==> src/logic/sdp_consts.svh <==
// Constants of the segment descriptor protection unit
`ifndef SDP_CONSTS_SVH
`define SDP_CONSTS_SVH

// ****************************************
// Exception codes
// ****************************************
`define SDP_EXC_GP      8'h0D
`define SDP_EXC_NP      8'h0B

// ****************************************
// Descriptor type codes
// ****************************************
`define SDP_TYPE_LTAB   4'h2
`define SDP_TYPE_CALL   4'h4
`define SDP_TYPE_TASK   4'h5
`define SDP_TYPE_INTR   4'h6
`define SDP_TYPE_TRAP   4'h7
`define SDP_GATE_GROUP  2'h1

// ****************************************
// Segment register slots and levels
// ****************************************
`define SDP_SEG_CS      2'h0
`define SDP_SEG_SS      2'h1
`define SDP_SEG_DATA    2'h2
`define SDP_SEG_EXT     2'h3
`define SDP_LVL_TOP     2'h0

// ****************************************
// Entry geometry and reset values
// ****************************************
`define SDP_ENTRY_FIRST 3'h0
`define SDP_ENTRY_LAST  3'h7
`define SDP_LVL_RST     2'h0
`define SDP_BASE_RST    24'h00_0000
`define SDP_LIMIT_RST   16'h0000

`endif

==> src/logic/sdp_pkg.sv <==
// Types of the segment descriptor protection unit
package sdp_pkg;

  typedef enum logic [1:0] {SDP_IDLE = 2'b00, SDP_FETCH = 2'b01} sdp_fsm_t;
  typedef enum logic [1:0] {SDP_OP_SEG = 2'b00, SDP_OP_LTAB = 2'b01, SDP_OP_GATE = 2'b10} sdp_op_t;

  typedef struct packed {
    logic [12:0] index;
    logic        tableSelectBit;
    logic [1:0]  requestedLevelField;
  } sdp_sel_t;

  typedef struct packed {
    logic       present;
    logic [1:0] descriptorLevelField;
    logic       isSegment;
    logic [3:0] descType;
  } sdp_access_t;

  typedef struct packed {
    sdp_access_t access;
    logic [39:0] body;
  } sdp_raw_desc_t;

  typedef struct packed {
    logic [23:0] base;
    logic [15:0] limit;
  } sdp_table_t;

  typedef struct packed {
    logic [2:0]  reserved;
    logic [4:0]  wordCount;
    sdp_sel_t    targetSel;
    logic [15:0] offset;
  } sdp_gate_body_t;

  typedef struct packed {
    logic [7:0]  reserved;
    sdp_table_t  table_;
  } sdp_tbl_operand_t;

  typedef struct packed {
    logic        valid;
    sdp_sel_t    sel;
    sdp_access_t access;
    sdp_table_t  span;
  } sdp_cache_t;

  typedef struct packed {
    logic        valid;
    logic [3:0]  gateType;
    logic [1:0]  descriptorLevelField;
    logic [4:0]  wordCount;
    sdp_sel_t    targetSel;
    logic [15:0] offset;
    logic        targetIsTask;
  } sdp_gate_t;

  typedef struct packed {
    sdp_fsm_t         fsm;
    sdp_op_t          op;
    logic [1:0]       segIdx;
    sdp_sel_t         sel;
    logic             viaVector;
    sdp_cache_t [3:0] cache;
    sdp_table_t       gt;
    sdp_table_t       lt;
    sdp_table_t       vt;
    logic [1:0]       lvl;
    logic [1:0]       effLevel;
    logic             memReq;
    logic [23:0]      memAddr;
    logic             done;
    logic             excValid;
    logic [7:0]       excCode;
    sdp_gate_t        gate;
    logic             xlatValid;
    logic             xlatFault;
    logic [23:0]      xlatAddr;
  } sdp_state_t;

endpackage

==> src/logic/sdp_protection_unit.sv <==
// Segment selector decode, descriptor tables, segment caches and privilege level
// What this block does
// RL1 - Four segment caches reload on selector load
// RL2 - Only segment descriptors enter a cache
// RL3 - Accesses use cached base, limit, access data
// RL4 - Caches hidden, change only on segment load
// RL5 - Gate valid flag marks contents valid
// RL6 - Word count 0-31, call gates only
// RL7 - Gate selector targets code or task block
// RL8 - Selector: level 1-0, table bit 2, index
// RL9 - Tables hold 8192 entries, 13-bit index
// RL10 - Each table: 24-bit base, 16-bit limit
// RL11 - Fetch beyond table limit raises exception 13
// RL12 - Global table rejects interrupt and trap gates
// RL13 - Local table: segments, task, call gates
// RL14 - Table loads only at privilege level 0
// RL15 - Global load takes six-byte limit, base operand
// RL16 - Local load reads base, limit from descriptor
// RL17 - Vector table holds task, interrupt, trap gates
// RL18 - Vector load: privileged, six-byte operand
// RL19 - Software sizes vector table 256 bytes minimum
// RL20 - Four levels, zero most privileged
// RL21 - Current level is code selector low bits
// RL22 - Task start level from its code selector
// RL23 - Invalid gate reference raises exception 11
// RL24 - Effective level is max of requested, current
`timescale 1ns/1ps
`include "sdp_consts.svh"

module sdp_protection_unit (
  // Clock and reset
  input  wire logic                     clock,
  input  wire logic                     rst_n,
  // Segment register load
  input  wire logic                     segLoadReq,
  input  wire logic [1:0]               segLoadIdx,
  input  wire sdp_pkg::sdp_sel_t        segLoadSel,
  // Table loads
  input  wire logic                     gtLoadReq,
  input  wire logic                     vtLoadReq,
  input  wire sdp_pkg::sdp_tbl_operand_t tblOperand,
  input  wire logic                     ltLoadReq,
  input  wire sdp_pkg::sdp_sel_t        ltLoadSel,
  // Gate lookup
  input  wire logic                     gateReq,
  input  wire logic                     gateFromVector,
  input  wire logic [7:0]               gateVector,
  input  wire sdp_pkg::sdp_sel_t        gateSel,
  // Descriptor memory
  output logic                          memReq,
  output logic [23:0]                   memAddr,
  input  wire logic                     memValid,
  input  wire sdp_pkg::sdp_raw_desc_t   memData,
  // Address translation
  input  wire logic                     xlatReq,
  input  wire logic [1:0]               xlatIdx,
  input  wire logic [15:0]              xlatOffset,
  output logic                          xlatValid,
  output logic                          xlatFault,
  output logic [23:0]                   xlatAddr,
  // Results
  output logic                          done,
  output logic                          excValid,
  output logic [7:0]                    excCode,
  output logic [1:0]                    currentPrivilegeLevel,
  output logic [1:0]                    effectiveLevel,
  output sdp_pkg::sdp_gate_t            gateInfo
);
  import sdp_pkg::*;

  // ****************************************
  // State
  // ****************************************
  sdp_state_t     st_r;
  sdp_state_t     st_nxt;

  logic           idle;
  logic           takeTbl;
  logic           takeLt;
  logic           takeSeg;
  logic           takeGate;
  logic           outOfRange;
  logic           fetchDone;
  logic           gateTypeOk;
  logic           expandDown;
  logic           xlatBad;
  logic [23:0]    lookAddr;
  sdp_sel_t       lookSel;
  sdp_table_t     lookTbl;
  sdp_access_t    acc;
  sdp_table_t     segBody;
  sdp_gate_body_t gateBody;
  sdp_cache_t     xlatEntry;

  // ****************************************
  // Request selection and table lookup
  // ****************************************
  assign idle     = (st_r.fsm == SDP_IDLE);
  assign takeTbl  = idle & (gtLoadReq | vtLoadReq);
  assign takeLt   = idle & ~(gtLoadReq | vtLoadReq) & ltLoadReq;
  assign takeSeg  = idle & ~(gtLoadReq | vtLoadReq | ltLoadReq) & segLoadReq;
  assign takeGate = idle & ~(gtLoadReq | vtLoadReq | ltLoadReq | segLoadReq) & gateReq;

  // Vector number stands in as an index into the vector table
  assign lookSel = takeLt ? ltLoadSel :
                   takeSeg ? segLoadSel :
                   gateFromVector ? sdp_sel_t'({5'h00, gateVector, 3'h0}) : gateSel; // [RL8]
  assign lookTbl = (takeGate & gateFromVector) ? st_r.vt :
                   (lookSel.tableSelectBit & ~takeLt) ? st_r.lt : st_r.gt; // [RL8]
  // Last byte of the 8-byte entry must sit inside the limit
  assign outOfRange = {lookSel.index, `SDP_ENTRY_LAST} > lookTbl.limit; // [RL11] [RL19]
  assign lookAddr   = lookTbl.base + {8'h00, lookSel.index, `SDP_ENTRY_FIRST}; // [RL9]

  // ****************************************
  // Fetched descriptor decode
  // ****************************************
  assign fetchDone = (st_r.fsm == SDP_FETCH) & memValid;
  assign acc       = memData.access;
  assign segBody   = sdp_table_t'(memData.body);
  assign gateBody  = sdp_gate_body_t'(memData.body);
  always_comb begin
    gateTypeOk = ~acc.isSegment & (acc.descType[3:2] == `SDP_GATE_GROUP);
    if (st_r.viaVector) begin
      gateTypeOk = gateTypeOk & (acc.descType != `SDP_TYPE_CALL); // [RL17]
    end else if (st_r.sel.tableSelectBit) begin
      gateTypeOk = gateTypeOk & ((acc.descType == `SDP_TYPE_CALL) | (acc.descType == `SDP_TYPE_TASK)); // [RL13]
    end else begin
      gateTypeOk = gateTypeOk & (acc.descType != `SDP_TYPE_INTR) & (acc.descType != `SDP_TYPE_TRAP); // [RL12]
    end
  end

  // ****************************************
  // Translation through cached descriptors
  // ****************************************
  assign xlatEntry  = st_r.cache[xlatIdx];
  assign expandDown = xlatEntry.access.isSegment & ~xlatEntry.access.descType[3] & xlatEntry.access.descType[2];
  // An empty cache means no descriptor backs the segment
  assign xlatBad    = ~xlatEntry.valid |
                      (expandDown ? (xlatOffset <= xlatEntry.span.limit) : (xlatOffset > xlatEntry.span.limit)); // [RL3]

  // ****************************************
  // Next state
  // ****************************************
  always_comb begin
    st_nxt           = st_r;
    st_nxt.done      = 1'b0;
    st_nxt.excValid  = 1'b0;
    st_nxt.gate.valid = 1'b0;
    st_nxt.xlatValid = xlatReq;
    st_nxt.xlatFault = xlatReq & xlatBad;
    if (xlatReq) begin
      st_nxt.xlatAddr = xlatEntry.span.base + {8'h00, xlatOffset}; // [RL3]
    end
    case (st_r.fsm)
      SDP_IDLE: begin
        if (takeTbl) begin
          st_nxt.done = 1'b1;
          if (st_r.lvl != `SDP_LVL_TOP) begin
            st_nxt.excValid = 1'b1; // [RL14]
            st_nxt.excCode  = `SDP_EXC_GP;
          end else if (gtLoadReq) begin
            st_nxt.gt = tblOperand.table_; // [RL15] [RL10]
          end else begin
            st_nxt.vt = tblOperand.table_; // [RL18] [RL10]
          end
        end else if (takeLt | takeSeg | takeGate) begin
          if (takeSeg) begin
            // Numerically larger level is the less trusted one
            st_nxt.effLevel = (segLoadSel.requestedLevelField > st_r.lvl) ?
                              segLoadSel.requestedLevelField : st_r.lvl; // [RL24] [RL20]
          end
          if ((takeLt & (st_r.lvl != `SDP_LVL_TOP)) | (takeLt & ltLoadSel.tableSelectBit) | outOfRange) begin
            st_nxt.done     = 1'b1; // [RL11] [RL14]
            st_nxt.excValid = 1'b1;
            st_nxt.excCode  = `SDP_EXC_GP;
          end else begin
            st_nxt.fsm       = SDP_FETCH;
            st_nxt.memReq    = 1'b1;
            st_nxt.memAddr   = lookAddr;
            st_nxt.sel       = lookSel;
            st_nxt.segIdx    = segLoadIdx;
            st_nxt.viaVector = takeGate & gateFromVector;
            st_nxt.op        = takeLt ? SDP_OP_LTAB : (takeSeg ? SDP_OP_SEG : SDP_OP_GATE);
          end
        end
      end
      SDP_FETCH: begin
        if (memValid) begin
          st_nxt.fsm    = SDP_IDLE;
          st_nxt.memReq = 1'b0;
          st_nxt.done   = 1'b1;
          case (st_r.op)
            SDP_OP_SEG: begin
              if (!acc.isSegment) begin
                st_nxt.excValid = 1'b1; // [RL2]
                st_nxt.excCode  = `SDP_EXC_GP;
              end else if (!acc.present) begin
                st_nxt.excValid = 1'b1;
                st_nxt.excCode  = `SDP_EXC_NP;
              end else begin
                st_nxt.cache[st_r.segIdx] = '{1'b1, st_r.sel, acc, segBody}; // [RL1] [RL4]
                if (st_r.segIdx == `SDP_SEG_CS) begin
                  st_nxt.lvl = st_r.sel.requestedLevelField; // [RL21] [RL22]
                end
              end
            end
            SDP_OP_LTAB: begin
              if (acc.isSegment | (acc.descType != `SDP_TYPE_LTAB)) begin
                st_nxt.excValid = 1'b1;
                st_nxt.excCode  = `SDP_EXC_GP;
              end else if (!acc.present) begin
                st_nxt.excValid = 1'b1;
                st_nxt.excCode  = `SDP_EXC_NP;
              end else begin
                st_nxt.lt = segBody; // [RL16] [RL10]
              end
            end
            SDP_OP_GATE: begin
              if (!gateTypeOk) begin
                st_nxt.excValid = 1'b1; // [RL12] [RL13] [RL17]
                st_nxt.excCode  = `SDP_EXC_GP;
              end else if (!acc.present) begin
                st_nxt.excValid = 1'b1; // [RL5] [RL23]
                st_nxt.excCode  = `SDP_EXC_NP;
              end else begin
                st_nxt.gate.valid                = 1'b1; // [RL5]
                st_nxt.gate.gateType             = acc.descType;
                st_nxt.gate.descriptorLevelField = acc.descriptorLevelField;
                st_nxt.gate.wordCount = (acc.descType == `SDP_TYPE_CALL) ? gateBody.wordCount : 5'h00; // [RL6]
                st_nxt.gate.targetSel            = gateBody.targetSel; // [RL7]
                st_nxt.gate.offset               = gateBody.offset; // [RL7]
                st_nxt.gate.targetIsTask         = (acc.descType == `SDP_TYPE_TASK); // [RL7]
              end
            end
            default: st_nxt.op = SDP_OP_SEG;
          endcase
        end
      end
      default: st_nxt.fsm = SDP_IDLE;
    endcase
    if (!rst_n) begin
      st_nxt          = '0;
      st_nxt.fsm      = SDP_IDLE;
      st_nxt.op       = SDP_OP_SEG;
      st_nxt.lvl      = `SDP_LVL_RST;
      st_nxt.gt       = '{`SDP_BASE_RST, `SDP_LIMIT_RST};
      st_nxt.lt       = '{`SDP_BASE_RST, `SDP_LIMIT_RST};
      st_nxt.vt       = '{`SDP_BASE_RST, `SDP_LIMIT_RST};
    end
  end

  always_ff @(posedge clock) begin
    st_r <= st_nxt;
  end

  // ****************************************
  // Outputs
  // ****************************************
  assign memReq                = st_r.memReq;
  assign memAddr               = st_r.memAddr;
  assign xlatValid             = st_r.xlatValid;
  assign xlatFault             = st_r.xlatFault;
  assign xlatAddr              = st_r.xlatAddr;
  assign done                  = st_r.done;
  assign excValid              = st_r.excValid;
  assign excCode               = st_r.excCode;
  assign currentPrivilegeLevel = st_r.lvl;
  assign effectiveLevel        = st_r.effLevel;
  assign gateInfo              = st_r.gate;
endmodule

==> config.mk <==
export PLATFORM = sky130hd
export DESIGN_NAME = sdp_protection_unit
export DESIGN_NICKNAME = d
export VERILOG_FILES = /design/src/logic/sdp_pkg.sv /design/src/logic/sdp_protection_unit.sv
export VERILOG_INCLUDE_DIRS = /design/src /design/src/logic
export SDC_FILE = /design/constraint.sdc
export NUM_CORES = 1
export LEC_CHECK = 0
export ABC_AREA = 0
export BUFFER_PORTS_ARGS = -buffer_cell sky130_fd_sc_hd__buf_2
export CAP_MARGIN = 20
export CORE_ASPECT_RATIO = 1.5
export CORE_UTILIZATION = 57
export CTS_CLUSTER_SIZE = 16
export DETAILED_ROUTE_END_ITERATION = 7
export PLACE_DENSITY_LB_ADDON = 0.25
export REMOVE_ABC_BUFFERS = 1
export SYNTH_ARGS = -nofsm -noshare
export SYNTH_HDL_FRONTEND = slang
export SYNTH_SLANG_ARGS = --single-unit
==> constraint.sdc <==
create_clock -name clock -period 5.2 [get_ports clock]
set_input_delay 0.78 -clock clock [delete_from_list [all_inputs] [get_ports clock]]
set_output_delay 0.78 -clock clock [all_outputs]
set_load 0.02 [all_outputs]
; Yosys cells after proc, flatten, opt, wreduce, memory -nomap -nowiden
; Cells that the tools add are included.
[totals]
output_inout_bits = 110
inputBits = 182
word_cells = 203
register_bits = 513
[op_classes]
muxes = 42
bitwise_logic = 41
reduce_logical = 20
addsub = 2
n_eq_ne = 19
n_lt_le_gt_ge = 7
[ops]
columns = operator, n
row1 = 260-bit bitwise mux, 1
row2 = 45-bit 2-to-1 mux, 3
row3 = 65-bit binary-select mux with 2-bit select, 1
row4 = 65-bit demux with 2-bit select, 1
row5 = 65-bit 2-to-1 mux, 2
row6 = 40-bit 2-to-1 mux, 2
row7 = 23-bit 2-to-1 mux, 3
row8 = 55-bit 2-to-1 mux, 1
row9 = 25-bit 2-to-1 mux, 2
row10 = 24-bit by 16-bit adder with 24-bit output, 2
row11 = 16-bit 2-to-1 mux, 3
row12 = 9-bit 2-to-1 mux, 5
row13 = 35-bit 2-to-1 mux, 1
row14 = 16-bit greater-than comparator, 2
row15 = 9-bit one-hot mux with 3 select lines, 1
row16 = 5-bit AND reduction, 5
row17 = 10-bit 2-to-1 mux, 2
row18 = 10-bit one-hot mux with 2 select lines, 1
row19 = 4-bit AND reduction, 5
row20 = 1-bit bitwise AND, 19
row21 = 6-bit AND reduction, 3
row22 = 16-bit <= comparator, 1
row23 = 4-bit by 3-bit inequality test with 1-bit output (second input constant), 3
row24 = 1-bit NOT, 12
row25 = other kinds (23), 50

; Depth between registers and ports, before layout
; Gate-level depths: netlist (run 1).
[logic_depth]
depth_word = 16
depth_mapped = 20
mapped_depth_nobuf = 17

; Worst setup path before layout (run 1)
; No wires, ideal clock.
[synth_path]
kind = input to register
from = input xlatIdx[1]
to = register st_r, in the netlist xlatAddr[22]
path_stages = 14
path_buffers = 4
setup_slack_ns = 0.323
arrival_ns = 4.744
required_ns = 5.067
setup_time_ns = 0.133
path_cell_list = clkbuf_1 > clkbuf_1 > buf_1 > clkbuf_1 > mux4_2 > ha_1 > o21ai_0 > a21oi_1 > o211ai_1 > a21oi_1 > o41ai_1 > nor3b_1 > xnor2_1 > a21oi_1
[synth_between]
elab_chain_len = 3
[synth_lines]
columns = element, line
row1 = start: declaration, sdp_protection_unit.sv:56  ; input wire logic [1:0] xlatIdx,
row2 = 65-bit binary-select mux with 2-bit select, sdp_protection_unit.sv:135  ; assign xlatEntry = st_r.cache[xlatIdx];
row3 = 65-bit 2-to-1 mux (implied by the code), sdp_protection_unit.sv:135
row4 = 24-bit by 16-bit adder with 24-bit output, sdp_protection_unit.sv:152  ; st_nxt.xlatAddr = xlatEntry.span.base + {8'h00, xlatOffset};
row5 = end signal: assignment, sdp_protection_unit.sv:253  ; st_r <= st_nxt;
row6 = end: declaration, sdp_protection_unit.sv:74  ; sdp_state_t st_r;
; No other way between the ends. The select of a mux whose other input is x is not followed.
; A chain may end at the register's enable or synchronous reset.

; Worst setup path after layout (run 1)
[layout_path]
from = register st_r[511] (netlist bit)
to = register st_r, in the netlist excCode[7]
[layout_between]
elab_chain_len = 12
elab_cells_between_ends = 32
classes_between = order compare (1) / eq/ne (6) / mux (6) / bitwise (16) / reduce/logical (3)
[layout_lines]
columns = element, line
row1 = 2-bit logical NOT, "sdp_protection_unit.sv:98, sdp_protection_unit.sv:154"
row2 = 1-bit bitwise AND (2 in a row), sdp_protection_unit.sv:101  ; assign takeSeg = idle & ~(gtLoadReq | vtLoadReq | ltLoadReq) & segLoadReq;
row3 = 16-bit 2-to-1 mux, sdp_protection_unit.sv:106  ; takeSeg ? segLoadSel :
row4 = 16-bit 2-to-1 mux, sdp_protection_unit.sv:105  ; assign lookSel = takeLt ? ltLoadSel :
row5 = 1-bit bitwise AND, sdp_protection_unit.sv:109  ; (lookSel.tableSelectBit & ~takeLt) ? st_r.lt : st_r.gt;
row6 = 40-bit 2-to-1 mux, sdp_protection_unit.sv:109
row7 = 40-bit 2-to-1 mux, sdp_protection_unit.sv:108  ; assign lookTbl = (takeGate & gateFromVector) ? st_r.vt :
row8 = 16-bit greater-than comparator, sdp_protection_unit.sv:111  ; assign outOfRange = {lookSel.index, `SDP_ENTRY_LAST} > lookTbl.limit;
row9 = 1-bit bitwise OR, sdp_protection_unit.sv:172  ; if ((takeLt & (st_r.lvl != `SDP_LVL_TOP)) | (takeLt & ltLoadSel.tableSelectBit) | outOfRange) begin
row10 = 3-bit by 1-bit inequality test with 1-bit output (no source line), -
row11 = 6-bit AND reduction (no source line), -
; Parallel ways exist; a longest one is shown, timed or not.

==> flow_summary.ini, run 1 <==
[outcome]
status = complete, no violations

[synthesis]
post-synth-top-count-cell = nand2_1
synth_common_cells = nand2_1, a21oi_1, dfxtp_1, clkbuf_1, nor2_1
ys_warn_count = 0
synthFlopType = dfxtp_1
postSynthAreaPerCell_um2 = 7.945
yosysUniqueCellTypes = 68
synth_edf_count = 0
synthArstFlopShare = 0
netlist_area_um2 = 19560
synth_seq_area_share = 0.4237
ys_ff_latch = 414
synth_top_area_cell = dfxtp_1
synthCells = 2462
synth.area.top_cells = dfxtp_1, nand2_1, a21oi_1
synth_top_area_share = 0.4237

[floorplanning]
core_area_um2 = 33550
io_pins = 292
die_area_um2 = 35080
die_x_um = 153.3
die_h_um = 228.9
initial_utilization = 0.5830
row_count = 82

[setup_path]
slowest_delay_ps = 660
r2r_setup_slack_ps = 550
crit_arrival_ps = 5120
start_kind = flip-flop
cp_num_buf_inv = 2
crit_slowest_cell = dfxtp_1
cp.depth = 17
crit_path_cell_trace = nor3_4 > a2111oi_4 > or2_2 > buf_4 > mux2i_1 > nor2_1 > a21oi_1 > ha_1 > nand4_1 > nor4_1 > buf_4 > or4b_1 > o31a_1 > a31o_2 > o211ai_1 > o21bai_1 > and3_1
end_kind = flip-flop
critical_path_class = reg -> reg
worstPathMaxFanout = 17
cp_top_family = simple AND/OR/NAND/NOR gates
cp.required_ps = 5680
crit_path_frequent_cell = buf_4
worstRegToRegCells = 17

[route]
ant_nets = 0
firstDrtPassIters = 6
wl_per_cell_um = 17.99
via_per_inst = 5.750
drtIter0Drc = 1334
drt-total-wl_mm = 54.20
num_vias = 17330
drc = 0

[sta]
maxSlewViolCount = 0
fin_crit_sh = 0.8940
hold_viol = 0
setup_violations = 0
max_slew_margin = 0.2837
worst_slack_ps = 551.1
fmax_mhz = 215.1
fin_skew_ps = 15.97
tightest_slew_ps = 1074
layout_min_cycle_time_ps = 4649
rsz0062_at_grt = no
final.setup.tns_ps = 0

[power]
power.leakage_nw = 8.491
peakVddDrop_v = 0.0003499
power_density_nw_per_um2 = 321.2

[clock_tree]
post_cts_resized = 0
cts_root_buf = clkbuf_16
cts_tree = yes
cts-buffers-inserted = 40
clock_latency_ps = 540
postCtsSetupBuffers = 0
path_clk_slew_ps = 60
htreeDepth = 2
cts.path.max_buffers = 3
hold_buffers = 0
clock-sinks = 414

[grt]
track_usage = 0.3039
antenna_found_initial = 3
grt_max_degree = 207
overflow = 0
grt_pass1_vias = 16620
grt_pass1_wl_mm = 85.18

[finish]
fin_cells = 3013
drive_gt1_frac = 0.1730
fillers = 2888
area_growth_syn_to_layout_pct = 11.79
nets = 2809

[place]
io_buffers = 283
preCtsSetupSlack_ps = 195.2
dpl.hpwl_mm = 37.02
dp.cells = 2941
gp_congestion = 0.9416

[hold_path]
hp-class = reg -> reg
whs_path_depth = 2

[run]
cap_viol_max_count = 0
[final cells by class]
class / instances / area, µm² / share of cell area
sequential: 414 / 8288 / 0.3790
inverter: 41 / 161.4 / 0.007382
timing repair buffer: 326 / 1784 / 0.08160
multi-input combinational: 1741 / 9752 / 0.4460
clock buffer: 55 / 1129 / 0.05161
tap: 420 / 525.5 / 0.02403
antenna: 3 / 7.507 / 0.0003433
clock inverter: 13 / 219.0 / 0.01001
[path summary, 6_finish.rpt]
check | end | startpoint
hold / removal | memAddr[5]$_SDFFE_PN0P_ | memAddr[5]$_SDFFE_PN0P_
hold reg to reg | memAddr[5]$_SDFFE_PN0P_ | memAddr[5]$_SDFFE_PN0P_
setup / recovery | excCode[7]$_SDFFE_PN0P_ | st_r[511]$_SDFFE_PN0P_
setup reg to reg | excCode[7]$_SDFFE_PN0P_ | st_r[511]$_SDFFE_PN0P_
[logic make-up after synthesis]
family                   count (synthesis)  synth area share
AND/OR/NAND/NOR                        982            0.2054
XOR/XNOR                                36           0.01612
flip-flops                             414            0.4237
AO/OA/AOI/OAI                          567            0.1602
buffers and inverters                  307           0.07964
multiplexers                            93           0.07382
adder cells (fa/ha/maj)                 63           0.04107
[sequential cells by signal, indices dropped and copies added (netlist names)]
signal and count:
xlatValid 1, gateInfo 45, currentPrivilegeLevel 2, effectiveLevel 2, done 1, excValid 1, xlatAddr 24, xlatFault 1
memReq 1, memAddr 24, st_r 304, excCode 8
[worst register-to-register path, stage by stage, from the launching register on]
cell and delay [ps]:
dfxtp_1 660, nor3_4 160, a2111oi_4 330, or2_2 320, buf_4 360, mux2i_1 260, nor2_1 50, a21oi_1 170
ha_1 170, nand4_1 120, nor4_1 290, buf_4 180, or4b_1 440, o31a_1 200, a31o_2 260, o211ai_1 140
o21bai_1 280, and3_1 210
[layout by cell type (no fill, tap or decap), drive strengths merged, types with 5 or more instances in the layout]
master  netlist  layout
mux4         41      41
a31oi         5       5
nand2       753     753
a21o         11      11
nor2b         8       8
clkinv        1       7
and3         10      10
o21bai        6       6
ha           61      61
o211ai        8       8
nand2b        7       7
nor3b         8       8
a222oi        5       5
nand4         6       6
xnor2        28      28
a211oi       12      12
mux2i        52      52
or3           5       5
bufinv        0       6
inv          40      41
or2           5       5
nand3        28      28
a21oi       416     416
and2          6       6
o21ai        61      61
xor2          8       8
nor4          7       7
clkbuf      150      55
dfxtp       414     414
nor2        108     108
nor3         19      19
o21a          8       8
buf         116     326
[routing by layer]
layer,part of all wire,up-vias,track usage
li1,-,8386,-
met5,0,-,0
met3,0.070,147,0.03811
met2,0.49,693,0.5251
met4,0.048,0,0.1626
met1,0.39,8099,0.3669
[where the power goes]
| part | internal (mW) | leakage, nW | switching, mW |
|---|---|---|---|
| clock network | 1.81 | 0.665 | 1.22 |
| registers | 3.24 | 3.35 | 0.0392 |
| logic | 0.260 | 4.47 | 0.448 |
| total | 5.31 | 8.49 | 1.71 |
[per-stage QoR]
| stage | total power, mW | instance area, µm² | hold slack (ps) | utilization |
|---|---|---|---|---|
| finish | 7.024 | 21870 | 449.9 | 0.6517 |
| floorplan | 3.745 | 18160 | 426.6 | - |
| global route | 7.262 | 21870 | 465.3 | 0.6517 |
| global placement | 4.029 | 20480 | 434.3 | 0.6105 |
| CTS | 7.054 | 21830 | 451.1 | 0.6507 |
| detailed placement | 4.047 | 20480 | 438.6 | 0.6105 |
Power figures use the tool's default switching activity.
==> run 2, diff against run 1 <==
--- a/config.mk
+++ b/config.mk
@@ -6,11 +6,11 @@
 export SDC_FILE = /design/constraint.sdc
 export NUM_CORES = 1
 export LEC_CHECK = 0
-export ABC_AREA = 0
+export ABC_AREA = 1
 export BUFFER_PORTS_ARGS = -buffer_cell sky130_fd_sc_hd__buf_2
 export CAP_MARGIN = 20
 export CORE_ASPECT_RATIO = 1.5
-export CORE_UTILIZATION = 57
+export CORE_UTILIZATION = 58
 export CTS_CLUSTER_SIZE = 16
 export DETAILED_ROUTE_END_ITERATION = 7
 export PLACE_DENSITY_LB_ADDON = 0.25
==> run 2 against run 1 <==
Net effect:
- global-route usage is 0.28 points higher
- combinational power is 60% higher
- area after synthesis is 3.5% higher
- core utilization is 0.23 points higher
- largest power group unchanged
==> flow_summary.ini, run 2 <==
[outcome]
status = complete, no violations

[clock_tree]
htreeDepth = 2
clock_latency_ps = 550
path_clk_slew_ps = 60
cts.path.max_buffers = 3
cts_tree = yes
clock-sinks = 414
postCtsSetupBuffers = 0
hold_buffers = 0
post_cts_resized = 0
cts_root_buf = clkbuf_16
cts-buffers-inserted = 40

[floorplanning]
die_x_um = 154.5
core_area_um2 = 34270
initial_utilization = 0.5906
io_pins = 292
die_h_um = 230.8
die_area_um2 = 35660
row_count = 83

[finish]
final_common_cell = o21ai_0
fin_area_um2 = 22410
largest_register = st_r
drive_gt1_frac = 0.1390
final_util = 0.6540
nets = 3165
largest_register_ffs = 304
final_cell_mix = o21ai_0, a21oi_1, dfxtp_1
fin_cells = 3375
area_growth_syn_to_layout_pct = 10.74

[route]
via_per_inst = 5.553
ant_nets = 0
firstDrtPassIters = 8
drt-total-wl_mm = 55.01
drc = 0
drtIter0Drc = 1401
num_vias = 18740
wl_per_cell_um = 16.30

[grt]
track_usage = 0.3068
antenna_found_initial = 1
grt_max_degree = 150
grt_pass1_vias = 17590
overflow = 0
grt_pass1_wl_mm = 88.08

[sta]
max_slew_margin = 0.3525
setup_violations = 0
rsz0062_at_grt = no
maxSlewViolCount = 0
layout_min_cycle_time_ps = 4129
hold_viol = 0
fmax_mhz = 242.2
tightest_slew_ps = 969.9
fin_skew_ps = 11.21
fin_crit_sh = 0.7939
final.setup.tns_ps = 0

[setup_path]
crit_arrival_ps = 4570
r2r_end = memAddr[19]$_SDFFE_PN0P_
r2r_setup_slack_ps = 1140
worstRegToRegCells = 22
cp.required_ps = 5640
critical_path_class = in -> reg
start_kind = input pin
end_kind = flip-flop
r2r-start = st_r[511]$_SDFFE_PN0P_
worstPathMaxFanout = 51

[power]
power.leakage_nw = 9.660
power_density_nw_per_um2 = 338.5
finalPower_mw = 7.588
peakVddDrop_v = 0.0001952

[run]
cap_viol_max_count = 0

[synthesis]
synth_seq_area_share = 0.4095
synth_edf_count = 0
synthCells = 2837
ys_warn_count = 0
postSynthAreaPerCell_um2 = 7.134
yosysUniqueCellTypes = 52
synth_top_area_cell = dfxtp_1
synth_top_area_share = 0.4095
netlist_area_um2 = 20240
synthFlopType = dfxtp_1
synth.area.top_cells = dfxtp_1, o21ai_0, a21oi_1
ys_ff_latch = 414
synthArstFlopShare = 0
synth_common_cells = o21ai_0, a21oi_1, dfxtp_1, inv_1, nor2_1
post-synth-top-count-cell = o21ai_0

[hold_path]
worstHoldStart = st_r[366]$_SDFFE_PN0P_
whs_path_depth = 2
hp-class = reg -> reg
hold_end = st_r[366]$_SDFFE_PN0P_

[place]
gp_congestion = 0.9272
dp.cells = 3303
dpl.hpwl_mm = 38.07
io_buffers = 283
dpl_cell_area_um2 = 21010
run 2: cell types whose count changed in the layout (fill, tap and decap cells not counted), moves of 41 or more:
cell | previous run | this run
o21ai_0 | 60 | 480
mux4_2 | 41 | 0
inv_1 | 39 | 337
nand2_1 | 753 | 291
mux2i_1 | 52 | 0
nor2_1 | 105 | 305
nand3_1 | 28 | 71
run 2: worst max-delay path by stage:
stage	slack (ps)	cells after the start	start	end
floorplan	840	22	ltLoadReq	memAddr[23]$_SDFFE_PN0P_
global placement	660	23	gateFromVector	memAddr[19]$_SDFFE_PN0P_
detailed placement	530	23	gateFromVector	memAddr[19]$_SDFFE_PN0P_
CTS	1110	23	gateFromVector	memAddr[19]$_SDFFE_PN0P_
global route	690	22	gateFromVector	st_r[510]$_SDFFE_PN0P_
finish	1070	23	gateFromVector	memAddr[19]$_SDFFE_PN0P_
run 2: critical path: stages:
cell and delay [ps]:
buf_2 170, inv_2 180, nand2_1 150, nand2_4 160, nand3_4 80, inv_1 520
o21ai_0 150, a21oi_1 150, a21oi_1 80, ha_1 330, nand2_1 70, nor2_1 220
nand4_1 120, nor2_1 130, o21ai_0 90, inv_1 80, nand2_2 60, nand2_4 100
nand3_4 180, inv_4 450, nand3_1 130, nand3_1 100, inv_1 50
run 2: stage by stage:
stage | setup slack (ps) | hold WS [ps]
final | 1071 | 441.7
after global routing | 694.9 | 457.0
after CTS | 1108 | 444.1
after detailed placement | 526.5 | 434.2
after global placement | 655.7 | 429.1
after floorplan | 842.8 | 419.9
run 2: area by class of cell:
class,instances,area [µm²]
Antenna cell,1,2.502
Clock buffer,60,1217
Clock inverter,11,186.4
Fill cell,3060,11860
Inverter,344,1294
Multi-Input combinational cell,1803,9156
Sequential cell,414,8288
Tap cell,425,531.8
Timing Repair Buffer,317,1738
run 2: cell families (layout without fill, tap and decap cells):
family          after synthesis  count (layout)  share of synthesized area
fa+ha+maj                    63              63                    0.03969
buf+inv                     620             732                     0.1387
flops                       414             414                     0.4095
compound gates              978             978                     0.2486
xor+xnor                     27              27                    0.01168
simple gates                735             735                     0.1518
other cells                   0               1                          0
run 2: per-layer routing:
metal  wire length, µm  GRT usage  share of wire
met1             22630     0.3590           0.41
met5                13          0        0.00024
met3              2828    0.04243          0.051
met2             27150     0.5495           0.49
met4              2391     0.1433          0.043
run 2: power by group:
part | switching (mW) | total [mW] | internal, mW | leakage (nW)
registers | 0.0587 | 3.35 | 3.29 | 3.36
logic | 0.738 | 1.13 | 0.389 | 5.61
clock network | 1.24 | 3.11 | 1.87 | 0.691
